<file path="config.mk">
export PLATFORM = sky130hd
export DESIGN_NAME = dur_register_map
export DESIGN_NICKNAME = d
export VERILOG_FILES = /design/src/logic/dur_pkg.sv /design/src/logic/dur_register_map.sv /design/src/logic/dur_modem_delta.sv
export VERILOG_INCLUDE_DIRS = /design/src /design/src/logic
export SDC_FILE = /design/constraint.sdc
export NUM_CORES = 1
export LEC_CHECK = 0
export ABC_CLOCK_PERIOD_IN_PS = 3800
export BUFFER_PORTS_ARGS = -buffer_cell sky130_fd_sc_hd__buf_4
export CAP_MARGIN = 20
export CORE_MARGIN = 2
export CORE_UTILIZATION = 58
export DETAILED_ROUTE_END_ITERATION = 6
export GPL_ROUTABILITY_DRIVEN = 1
export GPL_TIMING_DRIVEN = 0
export PLACE_DENSITY = 0.85
export SYNTH_ARGS = -nofsm -noshare
export SYNTH_HDL_FRONTEND = slang
export SYNTH_HIERARCHICAL = 1
export SYNTH_SLANG_ARGS = --single-unit
</file>
<file path="constraint.sdc">
create_clock -name clk -period 3.8 [get_ports clk]
set_input_delay 0.38 -clock clk [delete_from_list [all_inputs] [get_ports clk]]
set_output_delay 0.38 -clock clk [all_outputs]
set_load 0.01 [all_outputs]
</file>
<file path="src/logic/dur_params.svh">
// Purpose: offsets, field positions and reset values of the dual channel register bank
// Assumes: one clock domain, host bus pins synchronised inside the bank
// Notes: one copy of every register per channel
// How it works
// RULE_01: each of the two channels has its own full register set, picked by its own select.
// RULE_02: offset zero with the divisor bit clear reads received data and writes transmit data.
// RULE_03: with the divisor bit set, offsets zero and one reach the low and high divisor bytes.
// RULE_04: offset one with the divisor bit clear is the four bit interrupt enable register.
// RULE_05: a read of offset two gives the fifo enable pair, two zeros and the source code.
// RULE_06: a write of offset two loads fifo enable, and the two fifo resets, dma mode and trigger only when it sets the enable.
// RULE_07: offset three is the line control register whose top bit is the divisor bit.
// RULE_08: offset four is the modem control register with five live bits and three zeros.
// RULE_09: offset five reads line status and drops writes.
// RULE_10: offset six reads modem change flags low and modem input states high, drops writes.
// RULE_11: offset seven is a scratch byte that affects nothing else.
// RULE_12: a new divisor bit value already steers the very next host access.
`ifndef DUR_PARAMS_SVH
`define DUR_PARAMS_SVH
`define DUR_OFF_DATA 3'h0
`define DUR_OFF_IEN 3'h1
`define DUR_OFF_ISTAT 3'h2
`define DUR_OFF_LCTL 3'h3
`define DUR_OFF_MCTL 3'h4
`define DUR_OFF_LSTAT 3'h5
`define DUR_OFF_MSTAT 3'h6
`define DUR_OFF_SCR 3'h7
`define DUR_LCTL_DIV_BIT 7
`define DUR_FCTL_EN_BIT 0
`define DUR_FCTL_RXRST_BIT 1
`define DUR_FCTL_TXRST_BIT 2
`define DUR_FCTL_DMA_BIT 3
`define DUR_FCTL_TRIG_LSB 6
`define DUR_MCTL_DTR_BIT 0
`define DUR_MCTL_RTS_BIT 1
`define DUR_MCTL_USR_BIT 2
`define DUR_MCTL_IRQ_BIT 3
`define DUR_MCTL_LOOP_BIT 4
`define DUR_RST_IEN 4'h0
`define DUR_RST_LCTL 8'h00
`define DUR_RST_MCTL 5'h00
`define DUR_RST_DIV 8'h00
`define DUR_RST_SCR 8'h00
`define DUR_RST_TXD 8'h00
`endif

</file>
<file path="src/logic/dur_pkg.sv">
// Purpose: shared types of the dual channel register bank
// Assumes: constants live in dur_params.svh
// Notes: structs carry the per channel link to the serial core
package dur_pkg;
   localparam int NUM_CHAN = 2;
   // ==========================================
   // host pins after synchronisation
   typedef struct packed {
      logic [1:0] selectN;
      logic readN;
      logic writeN;
      logic [2:0] addr;
      logic [7:0] data;
   } dur_host_bus_type;
   // ==========================================
   // bank to serial core
   typedef struct packed {
      logic [7:0] txData;
      logic txLoad;
      logic [15:0] divisor;
      logic [7:0] lineCtrl;
      logic fifoEnable;
      logic rxFifoReset;
      logic txFifoReset;
      logic dmaMode;
      logic [1:0] rxTrigger;
      logic [3:0] intEnable;
      logic loopback;
      logic irqEnable;
      logic modemChange;
      logic rxRead;
      logic intStatRead;
      logic lineStatRead;
   } dur_chan_ctrl_type;
   // ==========================================
   // serial core to bank
   typedef struct packed {
      logic [7:0] rxData;
      logic [7:0] lineStatus;
      logic [3:0] intSource;
   } dur_chan_stat_type;
   typedef enum logic [1:0] {
      ACC_IDLE = 2'h0,
      ACC_READ = 2'h1,
      ACC_WRITE = 2'h2
   } dur_acc_state_type;
endpackage

</file>
<file path="src/logic/dur_register_map.sv">
// Purpose: register bank and host decode of a dual serial controller
// Assumes: host pins are asynchronous; strobes last at least four clk periods
// Notes: address and data must be stable around the strobe edge
`timescale 1ns/100ps
`include "dur_params.svh"
module dur_register_map (
   input wire logic clk,
   input wire logic rst,
   input wire logic chanASelectN,
   input wire logic chanBSelectN,
   input wire logic readN,
   input wire logic writeN,
   input wire logic [2:0] hostAddr,
   input wire logic [7:0] hostDataIn,
   output logic [7:0] hostDataOut,
   output logic hostDataOe,
   input wire logic [1:0] ctsN,
   input wire logic [1:0] dsrN,
   input wire logic [1:0] riN,
   input wire logic [1:0] cdN,
   output logic [1:0] dtrN,
   output logic [1:0] rtsN,
   output logic [1:0] userOutOneN,
   output logic [1:0] irqOutputGateN,
   input dur_pkg::dur_chan_stat_type [1:0] chanStat,
   output dur_pkg::dur_chan_ctrl_type [1:0] chanCtrl
);
   import dur_pkg::*;

   // ==========================================
   // pin synchroniser
   dur_host_bus_type hostRaw;
   dur_host_bus_type meta_q;
   dur_host_bus_type bus_q;

   assign hostRaw.selectN = {chanBSelectN, chanASelectN};
   assign hostRaw.readN = readN;
   assign hostRaw.writeN = writeN;
   assign hostRaw.addr = hostAddr;
   assign hostRaw.data = hostDataIn;

   // pins are not reset so the synchroniser keeps loading the ports under reset too
   always_ff @(posedge clk) begin
      meta_q <= hostRaw;
      bus_q <= meta_q;
   end

   // ==========================================
   // access sequencer
   dur_acc_state_type state_q;
   dur_acc_state_type state_d;
   logic [7:0] dataOut_q;
   logic [7:0] readVal [NUM_CHAN];

   wire anySel = ~(&bus_q.selectN);
   wire rdReq = anySel & ~bus_q.readN;
   wire wrReq = anySel & ~bus_q.writeN & bus_q.readN;
   wire idle = (state_q == ACC_IDLE);
   wire rdEvent = idle & rdReq;
   wire wrEvent = idle & wrReq;
   wire selA = ~bus_q.selectN[0];
   // channel a wins the data bus if both selects are low
   wire [7:0] readPick = selA ? readVal[0] : readVal[1];

   always_comb begin
      state_d = state_q;
      unique case (state_q)
         ACC_IDLE: begin
            if (rdReq) begin
               state_d = ACC_READ;
            end else if (wrReq) begin
               state_d = ACC_WRITE;
            end
         end
         ACC_READ: begin
            if (bus_q.readN) begin
               state_d = ACC_IDLE;
            end
         end
         ACC_WRITE: begin
            if (bus_q.writeN) begin
               state_d = ACC_IDLE;
            end
         end
         default: begin
            state_d = ACC_IDLE;
         end
      endcase
   end

   always_ff @(posedge clk) begin
      if (rst) begin
         state_q <= ACC_IDLE;
      end else begin
         state_q <= state_d;
      end
   end

   always_ff @(posedge clk) begin
      if (rst) begin
         dataOut_q <= 8'h00;
      end else if (rdEvent) begin
         dataOut_q <= readPick;
      end
   end

   assign hostDataOut = dataOut_q;
   assign hostDataOe = (state_q == ACC_READ);

   // ==========================================
   // per channel register sets
   for (genvar ch = 0; ch < NUM_CHAN; ch++) begin : gChan
      logic [3:0] ien_q;
      logic [7:0] lctl_q;
      logic [4:0] mctl_q;
      logic [7:0] divLow_q;
      logic [7:0] divHigh_q;
      logic [7:0] scr_q;
      logic [7:0] txd_q;
      logic txLoad_q;
      logic fifoEn_q;
      logic dma_q;
      logic [1:0] trig_q;
      logic rxRst_q;
      logic txRst_q;
      logic rxRead_q;
      logic intStatRd_q;
      logic lineStatRd_q;
      logic [3:0] mdmLevel;
      logic [3:0] mdmDelta;
      logic [3:0] mdmPinN;

      // own select and own copy of every register
      wire sel = ~bus_q.selectN[ch]; // see RULE_01
      wire wrHit = wrEvent & sel;
      wire rdHit = rdEvent & sel;
      // live register value, so a new divisor bit steers the next access
      wire divMode = lctl_q[`DUR_LCTL_DIV_BIT]; // see RULE_12
      wire [2:0] a = bus_q.addr;
      wire [7:0] d = bus_q.data;

      wire atData = (a == `DUR_OFF_DATA);
      wire atIen = (a == `DUR_OFF_IEN);
      wire atIstat = (a == `DUR_OFF_ISTAT);
      wire atLctl = (a == `DUR_OFF_LCTL);
      wire atMctl = (a == `DUR_OFF_MCTL);
      wire atLstat = (a == `DUR_OFF_LSTAT);
      wire atMstat = (a == `DUR_OFF_MSTAT);
      wire atScr = (a == `DUR_OFF_SCR);
      wire wrTx = wrHit & atData & ~divMode; // see RULE_02
      wire wrDivLow = wrHit & atData & divMode; // see RULE_03
      wire wrDivHigh = wrHit & atIen & divMode; // see RULE_03
      wire wrIen = wrHit & atIen & ~divMode; // see RULE_04
      wire wrFctl = wrHit & atIstat; // see RULE_06
      wire wrLctl = wrHit & atLctl; // see RULE_07
      wire wrMctl = wrHit & atMctl; // see RULE_08
      wire wrScr = wrHit & atScr; // see RULE_11
      wire rdRx = rdHit & atData & ~divMode; // see RULE_02
      wire rdIstat = rdHit & atIstat;
      wire rdLstat = rdHit & atLstat;
      wire rdMstat = rdHit & atMstat;
      // other fifo fields only take a write that also sets the enable
      wire fctlArm = d[`DUR_FCTL_EN_BIT];

      wire [7:0] valData = divMode ? divLow_q : chanStat[ch].rxData; // see RULE_03
      wire [7:0] valIen = divMode ? divHigh_q : {4'h0, ien_q}; // see RULE_04
      wire [7:0] valIstat = {fifoEn_q, fifoEn_q, 2'h0, chanStat[ch].intSource}; // see RULE_05
      wire [7:0] valMctl = {3'h0, mctl_q}; // see RULE_08
      wire [7:0] valMstat = {mdmLevel, mdmDelta}; // see RULE_10

      // line status is passed through; writes at five and six decode to nothing
      always_comb begin
         unique case (a)
            `DUR_OFF_DATA: readVal[ch] = valData;
            `DUR_OFF_IEN: readVal[ch] = valIen;
            `DUR_OFF_ISTAT: readVal[ch] = valIstat;
            `DUR_OFF_LCTL: readVal[ch] = lctl_q;
            `DUR_OFF_MCTL: readVal[ch] = valMctl;
            `DUR_OFF_LSTAT: readVal[ch] = chanStat[ch].lineStatus; // see RULE_09
            `DUR_OFF_MSTAT: readVal[ch] = valMstat;
            `DUR_OFF_SCR: readVal[ch] = scr_q;
         endcase
      end

      // transmit byte, kept apart from the received byte
      always_ff @(posedge clk) begin
         if (rst) begin
            txd_q <= `DUR_RST_TXD;
         end else if (wrTx) begin
            txd_q <= d; // see RULE_02
         end
      end

      always_ff @(posedge clk) begin
         if (rst) begin
            divLow_q <= `DUR_RST_DIV;
         end else if (wrDivLow) begin
            divLow_q <= d;
         end
      end

      always_ff @(posedge clk) begin
         if (rst) begin
            divHigh_q <= `DUR_RST_DIV;
         end else if (wrDivHigh) begin
            divHigh_q <= d;
         end
      end

      always_ff @(posedge clk) begin
         if (rst) begin
            ien_q <= `DUR_RST_IEN;
         end else if (wrIen) begin
            ien_q <= d[3:0];
         end
      end

      always_ff @(posedge clk) begin
         if (rst) begin
            lctl_q <= `DUR_RST_LCTL;
         end else if (wrLctl) begin
            lctl_q <= d;
         end
      end

      always_ff @(posedge clk) begin
         if (rst) begin
            mctl_q <= `DUR_RST_MCTL;
         end else if (wrMctl) begin
            mctl_q <= d[4:0];
         end
      end

      always_ff @(posedge clk) begin
         if (rst) begin
            scr_q <= `DUR_RST_SCR;
         end else if (wrScr) begin
            scr_q <= d;
         end
      end

      // fifo control is write only; the enable is kept for the status read
      always_ff @(posedge clk) begin
         if (rst) begin
            fifoEn_q <= 1'b0;
         end else if (wrFctl) begin
            fifoEn_q <= fctlArm; // see RULE_06
         end
      end

      // dma and trigger keep their value on a write that clears the enable
      always_ff @(posedge clk) begin
         if (rst) begin
            dma_q <= 1'b0;
            trig_q <= 2'h0;
         end else if (wrFctl & fctlArm) begin
            dma_q <= d[`DUR_FCTL_DMA_BIT];
            trig_q <= d[`DUR_FCTL_TRIG_LSB +: 2];
         end
      end

      // one cycle strobes toward the serial core, one register each
      always_ff @(posedge clk) begin
         if (rst) begin
            txLoad_q <= 1'b0;
         end else begin
            txLoad_q <= wrTx;
         end
      end

      always_ff @(posedge clk) begin
         if (rst) begin
            rxRst_q <= 1'b0;
         end else begin
            rxRst_q <= wrFctl & fctlArm & d[`DUR_FCTL_RXRST_BIT]; // see RULE_06
         end
      end

      always_ff @(posedge clk) begin
         if (rst) begin
            txRst_q <= 1'b0;
         end else begin
            txRst_q <= wrFctl & fctlArm & d[`DUR_FCTL_TXRST_BIT]; // see RULE_06
         end
      end

      always_ff @(posedge clk) begin
         if (rst) begin
            rxRead_q <= 1'b0;
         end else begin
            rxRead_q <= rdRx;
         end
      end

      always_ff @(posedge clk) begin
         if (rst) begin
            intStatRd_q <= 1'b0;
         end else begin
            intStatRd_q <= rdIstat;
         end
      end

      always_ff @(posedge clk) begin
         if (rst) begin
            lineStatRd_q <= 1'b0;
         end else begin
            lineStatRd_q <= rdLstat;
         end
      end

      // ==========================================
      // modem inputs, status bit order cts, dsr, ri, cd
      assign mdmPinN = {cdN[ch], riN[ch], dsrN[ch], ctsN[ch]};

      for (genvar i = 0; i < 4; i++) begin : gMdm
         dur_modem_delta uDelta (
            .clk(clk),
            .rst(rst),
            .pinN(mdmPinN[i]),
            .clearPulse(rdMstat),
            .level(mdmLevel[i]),
            .delta(mdmDelta[i])
         );
      end

      // ==========================================
      // outputs of this channel
      assign dtrN[ch] = ~mctl_q[`DUR_MCTL_DTR_BIT]; // see RULE_08
      assign rtsN[ch] = ~mctl_q[`DUR_MCTL_RTS_BIT];
      assign userOutOneN[ch] = ~mctl_q[`DUR_MCTL_USR_BIT];
      assign irqOutputGateN[ch] = ~mctl_q[`DUR_MCTL_IRQ_BIT];

      assign chanCtrl[ch].txData = txd_q;
      assign chanCtrl[ch].txLoad = txLoad_q;
      assign chanCtrl[ch].divisor = {divHigh_q, divLow_q};
      assign chanCtrl[ch].lineCtrl = lctl_q; // see RULE_07
      assign chanCtrl[ch].fifoEnable = fifoEn_q;
      assign chanCtrl[ch].rxFifoReset = rxRst_q;
      assign chanCtrl[ch].txFifoReset = txRst_q;
      assign chanCtrl[ch].dmaMode = dma_q;
      assign chanCtrl[ch].rxTrigger = trig_q;
      assign chanCtrl[ch].intEnable = ien_q;
      assign chanCtrl[ch].loopback = mctl_q[`DUR_MCTL_LOOP_BIT];
      assign chanCtrl[ch].irqEnable = mctl_q[`DUR_MCTL_IRQ_BIT];
      assign chanCtrl[ch].modemChange = |mdmDelta;
      assign chanCtrl[ch].rxRead = rxRead_q;
      assign chanCtrl[ch].intStatRead = intStatRd_q;
      assign chanCtrl[ch].lineStatRead = lineStatRd_q;
   end
endmodule

</file>
<file path="src/logic/dur_modem_delta.sv">
// Purpose: one modem input, synchronised, with a sticky change flag
// Assumes: pin is active low and asynchronous to clk
// Notes: a pin already low when reset ends is not flagged
`timescale 1ns/100ps
module dur_modem_delta (
   input wire logic clk,
   input wire logic rst,
   input wire logic pinN,
   input wire logic clearPulse,
   output logic level,
   output logic delta
);
   logic meta_q;
   logic sync_q;
   logic prev_q;
   logic primed_q;
   logic delta_q;
   wire changed = primed_q & (sync_q != prev_q);
   // ==========================================
   // synchroniser
   always_ff @(posedge clk) begin
      meta_q <= pinN;
      sync_q <= meta_q;
   end
   always_ff @(posedge clk) begin
      if (rst) begin
         prev_q <= 1'b1;
         primed_q <= 1'b0;
      end else begin
         prev_q <= sync_q;
         primed_q <= 1'b1;
      end
   end
   // ==========================================
   // sticky flag, a change in the clearing cycle survives
   always_ff @(posedge clk) begin
      if (rst) begin
         delta_q <= 1'b0;
      end else if (changed) begin
         delta_q <= 1'b1; // see RULE_10
      end else if (clearPulse) begin
         delta_q <= 1'b0;
      end
   end
   assign level = ~prev_q;
   assign delta = delta_q;
endmodule

</file>
==> results.cfg, run 1 <==
[clock_network]
clock_path_buffers = 2
cts_setup_buffers = 0
cts_sinks = 198
post_cts_resized = 0
cts_hold_buffers = 0
clk_latency_ps = 440
clk_pin_slew_ps = 70
numCtsBuffers = 17
h-tree-depth = 4
cts_tree = yes
cts_root_buffer = clkbuf_16

[final_layout]
fillCellCount = 950
syn2layout_area_growth_pct = 27.8
drive_gt1_share_pct = 28.4
layout.nets = 1046
diodes = 0
final_cell_mix = 200 x buf_4, 198 x dfxtp_1, 127 x mux2i_1, 119 x nor2_1, 39 x clkbuf_1
multiInputGateArea_um2 = 3430
regArea_um2 = 3960
final_common_cell = buf_4

[global_route]
grt_pass1_wl_mm = 35.8
grt_max_degree = 26
grt_usage_pct = 32.8
antenna_found_initial = 0
grt_pass1_vias = 6464
gr-total-overflow = 0

[pwr]
internal-power_mw = 3.40
power_frac_seq_pct = 49.0
ir_drop_uv = 548
netSwitchingPower_mw = 1.03
clockPowerShare_pct = 43.0
leakage_nw = 4.37
comb_power_share_pct = 8.0
power_density_nw_per_um2 = 440
p_sw_share_pct = 23.3
total_power_mw = 4.43

[detailed_routing]
route.detailed.drc = 0
wl_per_cell_um = 20.5
via_count = 6769
drt_wl_total_mm = 24.0
drt.antenna.violating_nets = 0
viasPerCell = 5.79
dr.first_iter.drc_count = 924
first_pass_iters = 5

[sta]
setup_slack_ps = 1490
min_period_ps = 2310
rsz0062_at_grt = false
whs_ps = 39.5
fin_skew_ps = 8.64
final-hold-violation-count = 0
fin_crit_sh_pct = 60.9
relSlewSlack_pct = 44.6
clock.fmax_ghz = 0.432
report.final.slew_viol_count = 0
setup_tns_ps = 0
worst_pin_slew_ps = 830
finalSetupViolations = 0

[synth]
syn_area_um2 = 7880
synth_top_flop_cell = dfxtp_1
ys_ff_latch = 198
yosys.area.top_type_share_pct = 50.3
yosys.area.top_type = dfxtp_1
synth_cells = 783
synth_area_leaders = dfxtp_1 50%, mux2i_1 16%, nor2_1 5.7%
async_flop_share_pct = 0
yosysWarningCount = 6
ys_seq_area_share_pct = 50.3
synth_edf_count = 0
synth_cell_types = 52
syn_nets = 848
syn_area_per_cell_um2 = 10.1

[critical_path]
worstPathCellList = buf_2 -> buf_2 -> clkbuf_1 -> a21oi_1 -> o21ai_0 -> nand3_1
end_kind = flip-flop
worst_path_max_delay_cell = clkbuf_1
cpPeakStageDelay_ps = 490
crit_buf_inv = 3
r2r_start = gChan[0].a[0]$_DFF_P_
worstSetupPathType = flip-flop to flip-flop
arrival_ps = 2620
crit_path_frequent_cell = buf_2
crit_path_start = gChan[0].a[0]$_DFF_P_
critPathMaxFanout = 10
cp_data_required_time_ps = 4110
cp_top_family = buffers and inverters
start_kind = flip-flop

[floorplanning]
dieArea_um2 = 14500
boundaryPins = 180
start_util_pct = 59.5
num_rows = 42
core_um2 = 13200
die_w_um = 121
dieHeight_um = 121

[placement]
dp_slack_ps = 1380
port_buffers = 179
gp_congestion = 0.941
dp_hpwl_mm = 17.1

[min_path]
min_from = hostDataIn[5]
hold_class = input port to flip-flop

[outcome]
status = finished, final reports clean

[run]
max_cap_violations = 0
worst reg2reg max path, delay by kind of cell, from the launching register on:
kind	cells	cell delay [ps]
buffers and inverters	3	1180
AOI/OAI and AO/OA	2	500
DFF	1	390
and+or+nand+nor	1	110
stage by stage:
stage	area (um2)	cells	utilization, %
2_1_floorplan	7880	783	-
3_3_place_gp	9450	1138	71.3
3_5_place_dp	9450	1138	71.3
4_1_cts	10100	1170	76.0
5_1_grt	10100	1170	76.0
6_report	10100	1170	76.0
layout make-up:
class	count	area share (%)
multi-input cells	487	34.1
clock buffers	21	4.47
flip-flops and latches	198	39.4
inverters	26	0.969
clock inverters	11	1.71
well taps	176	2.19
repair buffers	179	13.3
plain buffers	72	3.83
routing by layer:
metal  track usage (%)  wire, um  up-vias
li1                  -         -     3095
met2              50.3     10700      412
met4              14.4       966        0
met3              8.77      2640       74
met1              43.6      9690     3188
met5                 0         0        -
sequential cells by signal, summed over array words and instances (netlist names), 3 cells and up:
register,cells
gChan.divHigh_q,16
gChan.divLow_q,16
gChan.lctl_q,16
gChan.scr_q,16
gChan.txd_q,16
meta_q,15
gChan.mctl_q,10
gChan.d,8
gChan.gMdm.uDelta/delta,8
gChan.gMdm.uDelta/meta_q,8
gChan.gMdm.uDelta/prev_q,8
gChan.gMdm.uDelta/primed_q,8
gChan.gMdm.uDelta/sync_q,8
gChan.ien_q,8
hostDataOut,8
bus_q,4
gChan.trig_q,4
gChan.a,3
Yosys cell counts, types with 3 or more instances:
master	number
dfxtp_1	198
mux2i_1	127
nor2_1	119
clkbuf_1	36
a21oi_1	34
inv_1	24
nand2_1	24
buf_4	21
nand3_1	16
a221oi_1	12
o21ai_0	12
buf_2	11
a22oi_1	10
mux2_2	10
nand2b_1	10
a31o_1	8
nor2b_1	8
nor3b_1	8
or2_2	8
xor2_1	8
nor2_4	6
nor3_1	6
nor3_4	6
nor4_1	6
o221ai_1	5
o211ai_1	4
o21ai_1	4
a211oi_1	3
a221o_1	3
a32oi_1	3
and2_1	3
buf_6	3
cell families (layout without fill, tap and decap cells):
family	Yosys count	after routing	synth area share, %
xor+xnor	8	8	0.889
buf+inv	98	309	6.13
compound gates	109	109	9.38
simple gates	233	233	15.7
mux	137	137	17.6
flops	198	198	50.3
power by group through the flow:
stage          clock network, mW  logic (mW)  registers, mW
2_1_floorplan                  0       0.182           2.20
3_3_place_gp                   0       0.338           2.21
3_5_place_dp                   0       0.342           2.21
4_1_cts                     1.90       0.344           2.17
5_1_grt                     1.99       0.370           2.17
6_report                    1.90       0.353           2.17
path summary, 6_finish.rpt:
check	endpoint	slack, ps	cells past startpoint
worst max-delay path	hostDataOut[2]$_SDFFE_PP0N_	1490	6
worst min register to register	gChan[0].d[6]$_DFF_P_	320	0
worst max register to register	hostDataOut[2]$_SDFFE_PP0N_	1490	6
worst min-delay path	meta_q[5]$_DFF_P_	40	1
Note: power is estimated with default switching activity, not from simulation.
==> run 2: changes to the inputs <==
--- a/config.mk
+++ b/config.mk
@@ -6,15 +6,16 @@
 export SDC_FILE = /design/constraint.sdc
 export NUM_CORES = 1
 export LEC_CHECK = 0
-export ABC_CLOCK_PERIOD_IN_PS = 3800
+export ABC_AREA = 1
+export ABC_CLOCK_PERIOD_IN_PS = 2400
 export BUFFER_PORTS_ARGS = -buffer_cell sky130_fd_sc_hd__buf_4
 export CAP_MARGIN = 20
 export CORE_MARGIN = 2
-export CORE_UTILIZATION = 58
+export CORE_UTILIZATION = 54
 export DETAILED_ROUTE_END_ITERATION = 6
 export GPL_ROUTABILITY_DRIVEN = 1
 export GPL_TIMING_DRIVEN = 0
-export PLACE_DENSITY = 0.85
+export PLACE_DENSITY = 0.8
 export SYNTH_ARGS = -nofsm -noshare
 export SYNTH_HDL_FRONTEND = slang
 export SYNTH_HIERARCHICAL = 1
==> constraint.sdc (replaced) <==
create_clock -name clk -period 2.4 [get_ports clk]
set_input_delay 0.24 -clock clk [delete_from_list [all_inputs] [get_ports clk]]
set_output_delay 0.24 -clock clk [all_outputs]
set_load 0.01 [all_outputs]
==> run 2 against run 1 <==
  * Non-clock buffer count rose by 23
  * Utilization fell by 4.5 points
  * Fmax rose by 18%
  * Hold slack improved by 100 ps
  * Die area rose by 7.8%
  * Synthesized cell count rose by 36%
  * Final cell count rose by 27%
  * Total power rose by 57%
  * Via count rose by 17%
==> results.cfg, run 2 <==
[clock_network]
numCtsBuffers = 17
post_cts_resized = 0
clk_latency_ps = 450
h-tree-depth = 4
cts_tree = yes
clk_pin_slew_ps = 70
cts_sinks = 198
clock_path_buffers = 2
cts_setup_buffers = 0
cts_root_buffer = clkbuf_16
cts_hold_buffers = 23

[synth]
synth_cells = 1065
syn_area_per_cell_um2 = 7.44
syn_area_um2 = 7930
ys_seq_area_share_pct = 50.0
async_flop_share_pct = 0
synth_area_leaders = dfxtp_1 50%, nor2_1 9.2%, nand2_1 8.5%
ys_top_cells_by_count = 198 x dfxtp_1, 195 x nor2_1, 180 x nand2_1
yosys.area.top_type_share_pct = 50.0
syn_nets = 1130
yosysMostFrequentCell = dfxtp_1
yosys.area.top_type = dfxtp_1
synth_top_flop_cell = dfxtp_1
synth_cell_types = 30
synth_edf_count = 0
yosysWarningCount = 6
ys_ff_latch = 198

[placement]
dp_hpwl_mm = 18.3
port_buffers = 179
placedCellCount = 1428
gp_congestion = 0.995

[final_layout]
fillCellCount = 1187
regArea_um2 = 3960
final_common_cell = buf_4
final_cell_mix = 202 x buf_4, 198 x dfxtp_1, 195 x nor2_1, 180 x nand2_1, 130 x o21ai_0
drive_gt1_share_pct = 23.3
fin_cells = 1482
layout.nets = 1351
syn2layout_area_growth_pct = 30.2
multiInputGateArea_um2 = 3150
diodes = 0

[global_route]
gr-total-overflow = 0
grt_pass1_vias = 7360
grt_max_degree = 23
grt_pass1_wl_mm = 39.0
grt_usage_pct = 32.2
antenna_found_initial = 0

[floorplanning]
core_um2 = 14400
boundaryPins = 180
dieArea_um2 = 15700
start_util_pct = 55.0
num_rows = 44
dieHeight_um = 125
die_w_um = 125

[sta]
report.final.slew_viol_count = 0
clock.fmax_ghz = 0.511
min_period_ps = 1960
finalSetupViolations = 0
rsz0062_at_grt = false
setup_tns_ps = 0
relSlewSlack_pct = 51.3
final-hold-violation-count = 0
fin_skew_ps = 8.32
fin_crit_sh_pct = 81.6
worst_pin_slew_ps = 731
whs_ps = 141

[critical_path]
end_kind = flip-flop
arrival_ps = 2270
worstSetupPathType = flip-flop to flip-flop
start_kind = flip-flop
cp_data_required_time_ps = 2720
critPathMaxFanout = 10

[detailed_routing]
wl_per_cell_um = 17.2
route.detailed.drc = 0
first_pass_iters = 5
via_count = 7951
dr.first_iter.drc_count = 876
drt.antenna.violating_nets = 0
viasPerCell = 5.37
drt_wl_total_mm = 25.5

[pwr]
power_frac_seq_pct = 49.6
p_sw_share_pct = 24.4
power_density_nw_per_um2 = 671
leakage_nw = 4.79
comb_power_share_pct = 8.9
internal-power_mw = 5.24
ir_drop_uv = 580
netSwitchingPower_mw = 1.69
clockPowerShare_pct = 41.5

[outcome]
status = finished, final reports clean

[run]
max_cap_violations = 0

[min_path]
hold_class = input port to flip-flop
## run 2: layout make-up
| cell class | instances | share of cell area (%) |
|---|---|---|
| flip-flops and latches | 198 | 38.4 |
| multi-input cells | 684 | 30.6 |
| repair buffers | 202 | 15.2 |
| clock buffers | 20 | 4.52 |
| inverters | 111 | 4.04 |
| plain buffers | 72 | 3.82 |
| well taps | 184 | 2.23 |
| clock inverters | 11 | 1.20 |
## run 2: per-layer routing
layer	track usage, %	wire [um]
met1	42.1	10500
met2	50.5	11500
met3	7.36	2390
met4	15.8	1150
met5	0	0
## run 2: power groups by stage
stage	sequential [mW]	clock (mW)	combinational, mW
finish	3.43	2.88	0.616
global route	3.44	3.04	0.667
CTS	3.43	2.88	0.602
detailed placement	3.51	0	0.567
global placement	3.50	0	0.559
floorplan	3.50	0	0.310
## run 2: path summary, 6_finish.rpt
kind	depth (start not counted)	startpoint	endpoint	slack, ps
setup reg to reg	5	bus_q[13]$_DFF_P_	gChan[0].mctl_q[3]$_SDFFE_PP0P_	440
setup / recovery	5	bus_q[13]$_DFF_P_	gChan[0].mctl_q[3]$_SDFFE_PP0P_	440
hold / removal	2	rst	gChan[0].gMdm[1].uDelta/primed_q$_DFF_P_	140
hold reg to reg	0	meta_q[10]$_DFF_P_	gChan[0].a[2]$_DFF_P_	320
## run 2: cells by family (layout without fill, tap and decap cells)
group	count (synthesis)	count (layout)	synth area share [%]
and+or+nand+nor	480	480	26.2
DFF	198	198	50.0
AOI/OAI and AO/OA	204	204	13.6
buffers and inverters	183	416	10.2
## run 2: per-stage QoR
step / area [um2] / total power [mW] / utilization, % / setup WS, ps
after global placement: 9500 / 4.06 / 65.9 / 383
after detailed placement: 9500 / 4.07 / 65.9 / 408
after global routing: 10300 / 7.15 / 71.6 / 286
final: 10300 / 6.93 / 71.6 / 442
after CTS: 10300 / 6.91 / 71.6 / 522
after floorplan: 7930 / 3.81 / - / 986
## run 2: worst max-delay path, cell delays in order, from the launching register on
cell      delay (ps)
dfxtp_1          340
clkbuf_1         230
nor2_1           510
nand2_1          400
o21ai_0          280
a21oi_1           70
==> run 3: changes to the inputs <==
--- a/config.mk
+++ b/config.mk
@@ -6,8 +6,8 @@
 export SDC_FILE = /design/constraint.sdc
 export NUM_CORES = 1
 export LEC_CHECK = 0
-export ABC_AREA = 1
-export ABC_CLOCK_PERIOD_IN_PS = 2400
+export ABC_AREA = 0
+export ABC_CLOCK_PERIOD_IN_PS = 2029
 export BUFFER_PORTS_ARGS = -buffer_cell sky130_fd_sc_hd__buf_4
 export CAP_MARGIN = 20
 export CORE_MARGIN = 2
==> constraint.sdc (replaced) <==
create_clock -name clk -period 2.03 [get_ports clk]
set_input_delay 0.203 -clock clk [delete_from_list [all_inputs] [get_ports clk]]
set_output_delay 0.203 -clock clk [all_outputs]
set_load 0.01 [all_outputs]
==> run 3 against run 2 <==
  * First-iteration DRC count shrank 30%
  * Fmax is essentially flat
  * Sequential power grew 18%
  * Die area shrank 0.58%
  * Worst setup slack lost 370 ps
  * Register-to-register slack lost 370 ps
  * Final area grew 1.5%
==> results.cfg, run 3 (synthesis gave the netlist of run 1 again) <==
[outcome]
status = finished, final reports clean

[global_route]
grt_pass1_wl_mm = 36.1
grt_pass1_vias = 6476
antenna_found_initial = 0
grt_max_degree = 26
gr-total-overflow = 0
grt_usage_pct = 30.6

[clock_network]
cts_root_buffer = clkbuf_16
clk_latency_ps = 450
clk_pin_slew_ps = 70
numCtsBuffers = 17
cts_tree = yes
cts_sinks = 198
h-tree-depth = 4
clock_path_buffers = 2

[floorplanning]
start_util_pct = 54.9
die_w_um = 125
boundaryPins = 180
num_rows = 44
dieHeight_um = 125
dieArea_um2 = 15600
core_um2 = 14400

[final_layout]
final_common_cell = buf_4
fin_cells = 1206
syn2layout_area_growth_pct = 32.9
layout.nets = 1074
diodes = 0
drive_gt1_share_pct = 30.0
fillCellCount = 1053
final_cell_mix = 205 x buf_4, 198 x dfxtp_1, 127 x mux2i_1, 118 x nor2_1, 34 x a21oi_1

[sta]
finalSetupViolations = 0
setup_tns_ps = 0
rsz0062_at_grt = true
worst_pin_slew_ps = 874
fin_skew_ps = 11.3
clock.fmax_ghz = 0.511
report.final.slew_viol_count = 0
min_period_ps = 1960
fin_crit_sh_pct = 96.4
relSlewSlack_pct = 41.8
final-hold-violation-count = 0

[min_path]
hold_class = input port to flip-flop

[detailed_routing]
route.detailed.drc = 0
via_count = 6720
first_pass_iters = 7
dr.first_iter.drc_count = 614
drt.antenna.violating_nets = 0
viasPerCell = 5.57
wl_per_cell_um = 20.1
drt_wl_total_mm = 24.2

[critical_path]
worst_path_max_delay_cell = dfxtp_1
cp_data_required_time_ps = 2350
cpPeakStageDelay_ps = 310
critPathMaxFanout = 10
arrival_ps = 2280
worstSetupPathType = flip-flop to flip-flop
worstPathCellList = buf_2 -> buf_4 -> and2_1 -> clkbuf_4 -> a32oi_1 -> o21ai_0 -> o21ai_0 -> nand3_1
start_kind = flip-flop
crit_path_frequent_cell = o21ai_0
end_kind = flip-flop

[placement]
placedCellCount = 1146
port_buffers = 179
gp_congestion = 0.949
dp_hpwl_mm = 17.3

[pwr]
leakage_nw = 4.53
total_power_mw = 8.09
power_density_nw_per_um2 = 772
ir_drop_uv = 933

[run]
max_cap_violations = 0
==> run 3: final timing paths <==
path / start / end / slack (ps) / cells past startpoint
worst max-delay path: gChan[0].a[1]$_DFF_P_ / hostDataOut[0]$_SDFFE_PP0N_ / 70 / 8
worst min-delay path: rst / gChan[1].gMdm[0].uDelta/primed_q$_DFF_P_ / 70 / 2
worst max register to register: gChan[0].a[1]$_DFF_P_ / hostDataOut[0]$_SDFFE_PP0N_ / 70 / 8
worst min register to register: gChan[0].gMdm[1].uDelta/meta_q$_DFF_P_ / gChan[0].gMdm[1].uDelta/sync_q$_DFF_P_ / 330 / 0
==> run 3: final cells by class <==
cell class	count	area (um2)	share of cell area, %
multi-input cells	487	3490	33.3
inverters	26	105	1.00
clock inverters	12	113	1.08
repair buffers	209	1700	16.2
clock buffers	20	467	4.46
plain buffers	70	404	3.86
flip-flops and latches	198	3960	37.8
well taps	184	230	2.20
==> run 3: critical path: cells and delay by family, from the launching register on <==
family / cells / cell delay, ps
flops: 1 / 310
compound gates: 3 / 620
buf+inv: 3 / 610
simple gates: 2 / 280
==> run 3: per-layer routing <==
metal / share of wire [%] / track usage (%) / wire, um / up-vias
met5: 0 / 0 / 0 / -
li1: - / - / - / 3155
met2: 46 / 47.9 / 11200 / 325
met1: 42 / 39.8 / 10300 / 3186
met4: 3.2 / 14.0 / 765 / 0
met3: 8.1 / 7.95 / 1950 / 54
==> run 3: where the power goes <==
| group | leakage, nW | internal, mW | switching, mW |
|---|---|---|---|
| sequential | 1.62 | 3.99 | 0.0688 |
| clock | 0.284 | 1.80 | 1.51 |
| combinational | 2.62 | 0.306 | 0.413 |
==> run 3: through the flow <==
step	hold WS [ps]	instance area [um2]	util, %	worst slack [ps]
2_1_floorplan	231	7880	-	326
3_3_place_gp	307	9460	65.8	-163
3_5_place_dp	309	9460	65.8	-191
4_1_cts	60.9	10300	72.0	-4.87
5_1_grt	82.4	10500	72.9	-5.04
6_report	70.7	10500	72.9	73.2
==> run 3: what timing repair did <==
| action | in CTS | in global routing |
|---|---|---|
| endpoints found under the setup margin | 39 | 78 |
| resized for setup | 10 | 24 |
| setup buffers | 3 | 4 |
| endpoints found under the hold margin | 23 | 0 |
| hold buffers | 23 | 0 |
| pin swaps | 3 | 4 |
